--- src/logic/sopa_pkg.sv ---
// shared constants of the sum-of-products array, and its product-term group slice.
// assumes one clock domain; the slice is purely combinational and is used by sopa_array.

// ==========================================================
// constants
package sopa_pkg;
  localparam int          NUM_LINES   = 20;
  localparam int          NUM_DED     = 12;
  localparam int          NUM_OUT     = 8;
  localparam int          TERMS_GRP   = 8;
  localparam int          NUM_TERMS   = NUM_OUT * TERMS_GRP;
  localparam int          ROW_BITS    = 2 * NUM_LINES;
  localparam int          TERM_IDX_W  = 6;
  localparam int          OE_TERM     = 0;
  localparam logic [7:0]  REG_RST_VAL = 8'hFF;
  localparam logic [7:0]  OEN_RST_VAL = 8'hFF;
  localparam logic [11:0] DED_RST_VAL = 12'h000;
  localparam logic [39:0] VER_RST_VAL = 40'h00_0000_0000;
endpackage : sopa_pkg

// ==========================================================
// one group of product terms feeding one fixed or gate
module sopa_term_group #(
  parameter int ROW_W = 40,
  parameter int TERMS = 8
) (
  input  wire logic [ROW_W-1:0]       lines,
  input  wire logic [TERMS*ROW_W-1:0] map,
  input  wire logic                   polarity_high,
  input  wire logic                   registered,
  output logic                        sum_pin,
  output logic                        oe_term
);
  logic [TERMS-1:0] term;

  // a connected line (map bit 1) must be high; an empty term reads as one
  always_comb begin
    for (int t = 0; t < TERMS; t++) begin
      term[t] = &(lines | ~map[t*ROW_W +: ROW_W]);
    end
  end

  always_comb begin
    logic s;
    s = 1'b0;
    for (int t = 0; t < TERMS; t++) begin
      // combinatorial outputs give their first term to the enable
      if (registered || t != sopa_pkg::OE_TERM) begin
        s = s | term[t];
      end
    end
    sum_pin = polarity_high ? s : ~s;
    oe_term = term[sopa_pkg::OE_TERM];
  end
endmodule : sopa_term_group

--- src/logic/sopa_array.sv ---
// top of the sum-of-products logic array: and plane, fixed or plane, output cells.
// assumes surrounding board logic drives pins asynchronously to clk; ded_in, io_in, oe_pin_n
// and reg_clk_pin are synchronised, preload and verify inputs are not. the pattern is static parameters, set before elaboration.
// line map of the and plane: 0..11 dedicated inputs, 12..19 one feedback per output;
// each line enters true on an even row bit and complemented on the odd bit above it.
// there is no reset pin of its own: reset_n stands for power-up.
module sopa_array #(
  parameter int                                          N_OUT      = sopa_pkg::NUM_OUT,
  parameter int                                          N_DED      = sopa_pkg::NUM_DED,
  parameter int                                          GRP_TERMS  = sopa_pkg::TERMS_GRP,
  parameter logic [sopa_pkg::NUM_TERMS*sopa_pkg::ROW_BITS-1:0] AND_MAP = '0,
  parameter logic [7:0]                                  POL_HIGH   = 8'hFF,
  parameter logic [7:0]                                  REG_OUT    = 8'hFF,
  parameter logic                                        SEC_LOCK   = 1'b0
) (
  input  wire logic                  clk,
  input  wire logic                  reset_n,
  input  wire logic [N_DED-1:0]      ded_in,
  input  wire logic                  reg_clk_pin,
  input  wire logic                  oe_pin_n,
  input  wire logic [N_OUT-1:0]      io_in,
  output logic      [N_OUT-1:0]      io_out,
  output logic      [N_OUT-1:0]      io_oe_n,
  input  wire logic                  preload_en,
  input  wire logic [N_OUT-1:0]      preload_data,
  input  wire logic                  verify_req,
  input  wire logic [sopa_pkg::TERM_IDX_W-1:0] verify_row,
  output logic      [sopa_pkg::ROW_BITS-1:0]   verify_data
);
  localparam int ROW_W = sopa_pkg::ROW_BITS;
  localparam int NLINE = sopa_pkg::NUM_LINES;

  // ==========================================================
  // state
  typedef struct packed {
    // pin synchronisers: three stages, then the agreed level
    logic [N_DED-1:0] ded_s1;
    logic [N_DED-1:0] ded_s2;
    logic [N_DED-1:0] ded_s3;
    logic [N_DED-1:0] ded_v;
    logic [N_OUT-1:0] io_s1;
    logic [N_OUT-1:0] io_s2;
    logic [N_OUT-1:0] io_s3;
    logic [N_OUT-1:0] io_v;
    // enable and register clock pins
    logic [2:0]       oe_s;
    logic             oe_v;
    logic [2:0]       ck_s;
    logic             ck_v;
    // output cells: register in pin levels, pin value, pin enable
    logic [N_OUT-1:0] reg_q;
    logic [N_OUT-1:0] out_q;
    logic [N_OUT-1:0] oen_q;
    // last captured pattern row
    logic [ROW_W-1:0] ver_q;
  } sopa_state_t;

  sopa_state_t st_q;
  sopa_state_t st_d;

  logic [ROW_W-1:0] lines;
  logic [N_OUT-1:0] sum_pin;
  logic [N_OUT-1:0] oe_term;
  logic             ck_rise;
  logic             row_ok;

  // ==========================================================
  // and plane inputs: dedicated pins, then one feedback line per output
  always_comb begin
    lines = '0;
    for (int i = 0; i < NLINE; i++) begin
      logic v;
      v = 1'b0;
      if (i < N_DED) begin
        v = st_q.ded_v[i];
      end else if (i - N_DED < N_OUT) begin
        // registered cells feed back their own state, others their pin
        v = REG_OUT[i-N_DED] ? st_q.reg_q[i-N_DED] : st_q.io_v[i-N_DED];
      end
      lines[2*i]   = v;
      lines[2*i+1] = ~v;
    end
  end

  // ==========================================================
  // product-term groups, one per output
  // every group sees all forty row lines; its map slice carries its eight rows
  genvar g;
  generate
    for (g = 0; g < N_OUT; g++) begin : g_grp
      sopa_term_group #(
        .ROW_W (ROW_W),
        .TERMS (GRP_TERMS)
      ) u_grp (
        .lines         (lines),
        .map           (AND_MAP[g*GRP_TERMS*ROW_W +: GRP_TERMS*ROW_W]),
        .polarity_high (POL_HIGH[g]),
        .registered    (REG_OUT[g]),
        .sum_pin       (sum_pin[g]),
        .oe_term       (oe_term[g])
      );
    end
  endgenerate

  // ==========================================================
  // next state
  // the register clock pin is sampled, so each of its phases must span three clk periods;
  // ck_v holds the agreed level, so one rising edge never loads twice
  assign ck_rise = !st_q.ck_v && (st_q.ck_s[1] == st_q.ck_s[2]) && st_q.ck_s[2];

  // read-back address check; the lock blanks read-back only, never the array
  assign row_ok = !SEC_LOCK && (int'(verify_row) < sopa_pkg::NUM_TERMS);

  always_comb begin
    // every field holds unless a branch below moves it
    st_d = st_q;

    // ======================================================
    // three-stage synchronisers; a change counts once stages two and three agree
    // io_in matters only to combinatorial cells; registered cells feed back their own state
    st_d.ded_s1 = ded_in;
    st_d.ded_s2 = st_q.ded_s1;
    st_d.ded_s3 = st_q.ded_s2;
    st_d.io_s1  = io_in;
    st_d.io_s2  = st_q.io_s1;
    st_d.io_s3  = st_q.io_s2;
    st_d.oe_s   = {st_q.oe_s[1:0], oe_pin_n};
    st_d.ck_s   = {st_q.ck_s[1:0], reg_clk_pin};
    for (int i = 0; i < N_DED; i++) begin
      if (st_q.ded_s2[i] == st_q.ded_s3[i]) begin
        st_d.ded_v[i] = st_q.ded_s3[i];
      end
    end
    for (int i = 0; i < N_OUT; i++) begin
      if (st_q.io_s2[i] == st_q.io_s3[i]) begin
        st_d.io_v[i] = st_q.io_s3[i];
      end
    end
    if (st_q.oe_s[1] == st_q.oe_s[2]) begin
      st_d.oe_v = st_q.oe_s[2];
    end
    if (st_q.ck_s[1] == st_q.ck_s[2]) begin
      st_d.ck_v = st_q.ck_s[2];
    end

    // ======================================================
    // preload wins over the clock so a tester can park the registers
    // preload is a same-clock level: held high, it reloads on every edge
    if (preload_en) begin
      st_d.reg_q = preload_data;
    end else if (ck_rise) begin
      for (int i = 0; i < N_OUT; i++) begin
        if (REG_OUT[i]) begin
          st_d.reg_q[i] = sum_pin[i];
        end
      end
    end

    // ======================================================
    // output cells; reg_q already holds the pin level, polarity applied at load
    // combinatorial results pass one more flop, so they lag their inputs by one clk:
    // the price of driving every pin straight from a register
    for (int i = 0; i < N_OUT; i++) begin
      if (REG_OUT[i]) begin
        st_d.out_q[i] = st_q.reg_q[i];
        st_d.oen_q[i] = st_q.oe_v;
      end else begin
        st_d.out_q[i] = sum_pin[i];
        st_d.oen_q[i] = ~oe_term[i];
      end
    end

    // ======================================================
    // read-back of one term row; locked parts show nothing
    // the captured row stands until the next request
    if (verify_req) begin
      if (!row_ok) begin
        st_d.ver_q = '0;
      end else begin
        st_d.ver_q = AND_MAP[verify_row*ROW_W +: ROW_W];
      end
    end
  end

  // ==========================================================
  // registers; reset stands for power-up, the register clock is assumed idle during it
  // the oe synchroniser powers up disabled, so no registered pin drives before the enable is seen
  // reg_q powers up high at the pin whatever the polarity bit says
  always_ff @(posedge clk or negedge reset_n) begin
    if (!reset_n) begin
      st_q        <= '0;
      st_q.ded_v  <= sopa_pkg::DED_RST_VAL;
      st_q.oe_v   <= 1'b1;
      st_q.oe_s   <= 3'h7;
      st_q.reg_q  <= sopa_pkg::REG_RST_VAL;
      st_q.out_q  <= sopa_pkg::REG_RST_VAL;
      st_q.oen_q  <= sopa_pkg::OEN_RST_VAL;
      st_q.ver_q  <= sopa_pkg::VER_RST_VAL;
    end else begin
      st_q <= st_d;
    end
  end

  // ==========================================================
  // outputs: straight from the state flops
  assign io_out      = st_q.out_q;
  assign io_oe_n     = st_q.oen_q;
  assign verify_data = st_q.ver_q;
endmodule : sopa_array

--- config.mk ---
export PLATFORM = sky130hd
export DESIGN_NAME = sopa_array
export DESIGN_NICKNAME = d
export VERILOG_FILES = /design/src/logic/sopa_pkg.sv /design/src/logic/sopa_array.sv
export SDC_FILE = /design/constraint.sdc
export NUM_CORES = 1
export LEC_CHECK = 0
export ABC_AREA = 1
export BUFFER_PORTS_ARGS = -buffer_cell sky130_fd_sc_hd__buf_2
export CAP_MARGIN = 20
export CORE_UTILIZATION = 43
export CTS_CLUSTER_SIZE = 24
export DETAILED_ROUTE_END_ITERATION = 10
export GPL_TIMING_DRIVEN = 0
export PLACE_DENSITY = 0.85
export SETUP_SLACK_MARGIN = 0.02
export SYNTH_ARGS = -nofsm -noshare
export SYNTH_HDL_FRONTEND = slang
export SYNTH_SLANG_ARGS = --single-unit
export TNS_END_PERCENT = 10
--- constraint.sdc ---
create_clock -name clk -period 2.1 [get_ports clk]
set_input_delay 0.42 -clock clk [delete_from_list [all_inputs] [get_ports clk]]
set_output_delay 0.42 -clock clk [all_outputs]
set_load 0.02 [all_outputs]
==> Word level (Yosys, flattened, before mapping) <==
Cells that the tools add are included.
{ "word_totals": {"register_bits": 65, "latch_bits": 0, "ramBits": 0, "romBits": 0, "output_inout_bits": 56, "word_cells": 18, "n_memories": 0} }
{ "op_classes": {"addsub": 0, "mul": 1, "div": 0, "magnitude_cmp": 0, "eq_ne": 2, "shift": 1, "n_mux": 2, "bitwise": 0, "n_reduce_logical": 4} }
{ "ops": {"columns": ["op", "n"], "rows": [
  ["2560-bit by 13-bit variable part select with 40-bit output (first input constant)", 1],
  ["8-bit two-way mux", 2],
  ["6-bit by 3-bit multiplier with 9-bit output (second input constant)", 1],
  ["1-bit equality test", 2],
  ["1-bit logical AND", 2],
  ["2-bit nonzero test", 1],
  ["1-bit zero test", 1]
]} }

==> Logic depth before layout (Yosys ltp) <==
{ "depth": {"word_depth": 5, "depth_mapped": 5, "ltp_nobuf": 5} }

==> Cells and area by module <==
From an unflattened synthesis, not the netlist that was laid out.
{ "hier_totals": {"cells_unflattened": 5235, "hier_area_um2": 22422.8} }
{ "by_module_without_submodules": {"columns": ["mod", "n_inst", "cells_each", "area_per_inst_um2"], "rows": [
  ["sopa_term_group", 8, 627, 2458.6],
  ["sopa_array", 1, 219, 2753.9]
]} }

==> Worst setup path before layout <==
No wires, ideal clock.
{ "synth_path": {"path_type": "flip-flop to output port", "startpoint": "register, netlist name io_oe_n[0]", "endpoint": "output io_oe_n[0]", "arrival_time_ns": 0.708, "path_slack_ns": 0.972, "stages_incl_launch_ff": 2, "cell_sequence": "dfstp_2 buf_4"} }
{ "synth_lines": {"columns": ["element", "line", "source"], "rows": [
  ["end: declaration", "sopa_array.sv:23", "output logic [N_OUT-1:0] io_oe_n,"]
]} }
No word-level cell between the ends.

==> Worst setup path after layout <==
{ "layout_path": {"startpoint": "register, netlist name io_oe_n[0]", "endpoint": "output io_oe_n[7]"} }
No word-level cell between the ends.

==> summary.txt <==
Status
  – Status: finished with violations
  – Failing checks: DRC

Worst setup path
  – Buf/Inv on CP: 2
  – R2R Setup Slk: 1.10 ns
  – Worst r2r src: st_q[64]$_DFFE_PN0N_
  – Critical Path AT: 1.20 ns
  – Worst Setup End Kind: output port
  – Critical Path Source Type: flip-flop
  – CP top delay family: flip-flops
  – Crit-path max cell delay: approximately 0.62 ns
  – Reg2reg end: lines[34]$_DFFE_PN1P_
  – Critical path peak fanout: 8
  – Worst Reg-to-Reg Cells: 5
  – Slowest cell on the critical path: dfstp_2
  – Kind of critical path: flip-flop to output port
  – Worst Setup SP: io_oe_n[0]$_DFF_PN1_
  – Worst Path Required: between 1.5 and 2 ns
  – Critical-path cell list: buf_4, buf_2

STA
  – RSZ-0062 raised after global routing: no
  – Skew final: 0.0115 ns
  – Tcrit/Tclk final: around 77%
  – Setup TNS: 0 ns
  – Tmin final: ~1.6 ns
  – Max frequency: between 0.6 and 0.7 GHz
  – Final-report setup violation count: 0
  – Final slew viol count: 0
  – Final Hold Viols: 0

Finish
  – Register area: 652 sq um
  – ANT cells: 0
  – Fillers: 280
  – Share of post-route cells with drive strength above 1: between 60% and 70%
  – Nets: 233
  – Post-route standard cell area excluding fillers: 1640 sq um
  – Multi-input logic area: 342 sq um
  – Area Overhead vs Synth: 27.6%

Floorplan
  – Die H: ~57 um
  – Row count: 19
  – Core Footprint: 2810 sq um
  – Initial Utilization: between 40% and 50%
  – Chip Width: 56.7 um
  – Die area: roughly 3200 sq um
  – I/O pin cnt: 96

Run
  – Max Cap Viol: 0

Drt
  – First-pass iteration count of the detailed router: 7
  – Via count: 777
  – Overall routed net length: 1590 um
  – Routed vias/inst: approximately 3.5
  – DRC Markers: 12
  – Routed Antenna Nets: 0
  – First DRT Iteration DRCs: 20
  – Wire length per cell: 7.13 um

Clock network
  – CTS hold repair buffers: 0
  – Clk buf depth: 2
  – Clk root buf: clkbuf_4
  – Post-cts sizing count: 0
  – CTS Buf Count: 3
  – # H-tree levels: 1
  – Clk slew on worst S/H paths: 0.13 ns
  – TritonCTS clock tree: built
  – CTS Sinks: 25
  – # Post-CTS Setup Buffers: 0
  – Worst skew pair latency: 0.31 ns

Logic synthesis
  – Post-synthesis sequential area ratio: 50.7%
  – Post-synthesis instance area: between 1000 and 1500 sq um
  – Mean area per synthesized cell: 10.6 sq um
  – Distinct cells, synth: 14
  – Yosys Warn Count: 0
  – Cell count after synthesis: ~120
  – Register bit total from synthesis: 25

Hold path
  – Worst Hold Class: input pin to asynchronous set/reset pin

GRT
  – Vias in the first global route: between 600 and 700
  – Initial antenna violation count: 0
  – GRT Util Overall: 10.3%
  – Global-route wire length before repair: 2590 um
  – Largest net degree at the start of global routing: 26
  – Grt total ovfl: 0

Place
  – Port Buffer Count: 28
  – GPL Wtd Cong: between 0.7 and 0.8
  – Cell area after placement: 1610 sq um

Pwr
  – Pwr Density: approximately 660 nW/um^2
  – Leak pwr: 0.932 nW
  – Total power: 1.09 mW
  – Worst vdd rail ir drop: 0.418 mV
-- cells in the final DEF (no fill, tap or decap), drive strengths merged --
| master | n |
|---|---|
| buf | 85 |
| clkbuf | 3 |
| clkinvlp | 1 |
| conb | 40 |
| dfrtp | 4 |
| dfstp | 21 |
| inv | 2 |
| maj3 | 2 |
| nand2 | 17 |
| nand3 | 9 |
| or2 | 8 |
-- flip-flops by register name, summed over array words and instances, names as in the netlist --
signal / flops
io_oe_n: 1
io_out: 8
lines: 8
st_d: 5
st_q: 3
-- how the worst max path moves through the flow --
stage | endpoint | slack (ns) | cells past startpoint
after floorplan | io_oe_n[0] | 0.97 | 1
after global placement | io_oe_n[1] | 0.84 | 2
after detailed placement | io_oe_n[1] | 0.83 | 2
after CTS | io_oe_n[1] | 0.46 | 2
after global routing | io_oe_n[0] | 0.42 | 2
final | io_oe_n[7] | 0.48 | 2
-- report_power, final --
part / switching (mW) / internal [mW]
sequential: 0.0227 / 0.557
combinational: 0.167 / 0.138
clock: 0.131 / 0.0725
total: 0.321 / 0.767
-- worst register-to-register path, stage by stage (launching register included) --
cell,delay (ns)
dfrtp_1,0.41
inv_1,0.07
nand3_2,0.18
nand2_4,0.16
nand2_1,0.07
nand2_1,0.05
-- synthesized netlist by cell type, drive strengths merged --
cell   number  area [sq um]
nand3       9          50.1
dfrtp       4           100
maj3        2          20.0
buf        57           432
nand2      17          71.3
inv         2          7.50
dfstp      21           552
or2         8          50.1
conb        1          3.75
-- logic make-up after synthesis --
family                     after synthesis  share of synthesized area [%]
DFF                                     25                           50.7
other                                    1                          0.292
buffers and inverters                   59                           34.1
adders and majority gates                2                           1.56
and+or+nand+nor                         34                           13.3
-- metal layers --
| layer | track usage [%] | vias to the layer above | part of all wire [%] |
|---|---|---|---|
| met5 | 0 | - | 0 |
| met4 | 5.36 | 0 | 0.63 |
| met3 | 2.07 | 2 | 9.7 |
| met2 | 16.7 | 38 | 48 |
| met1 | 12.9 | 321 | 41 |
| li1 | - | 416 | - |
-- final cells by class --
cell class | count | area share, %
tap | 31 | 2.36
clock inverter | 1 | 0.457
clock buffer | 3 | 1.37
inverter | 2 | 0.457
multi-input combinational | 76 | 20.8
buffer | 57 | 26.3
sequential | 25 | 39.7
timing repair buffer | 28 | 8.54
-- through the flow --
step	worst slack [ns]	util, %	hold slack (ns)	cells
after CTS	0.463	58.5	0.0715	223
final	0.484	58.5	0.0575	223
after global placement	0.844	57.4	0.333	219
after detailed placement	0.833	57.4	0.348	219
after global routing	0.421	58.5	0.0774	223
after floorplan	0.972	-	0.124	160
No activity file was read; power rests on OpenSTA's default activity.
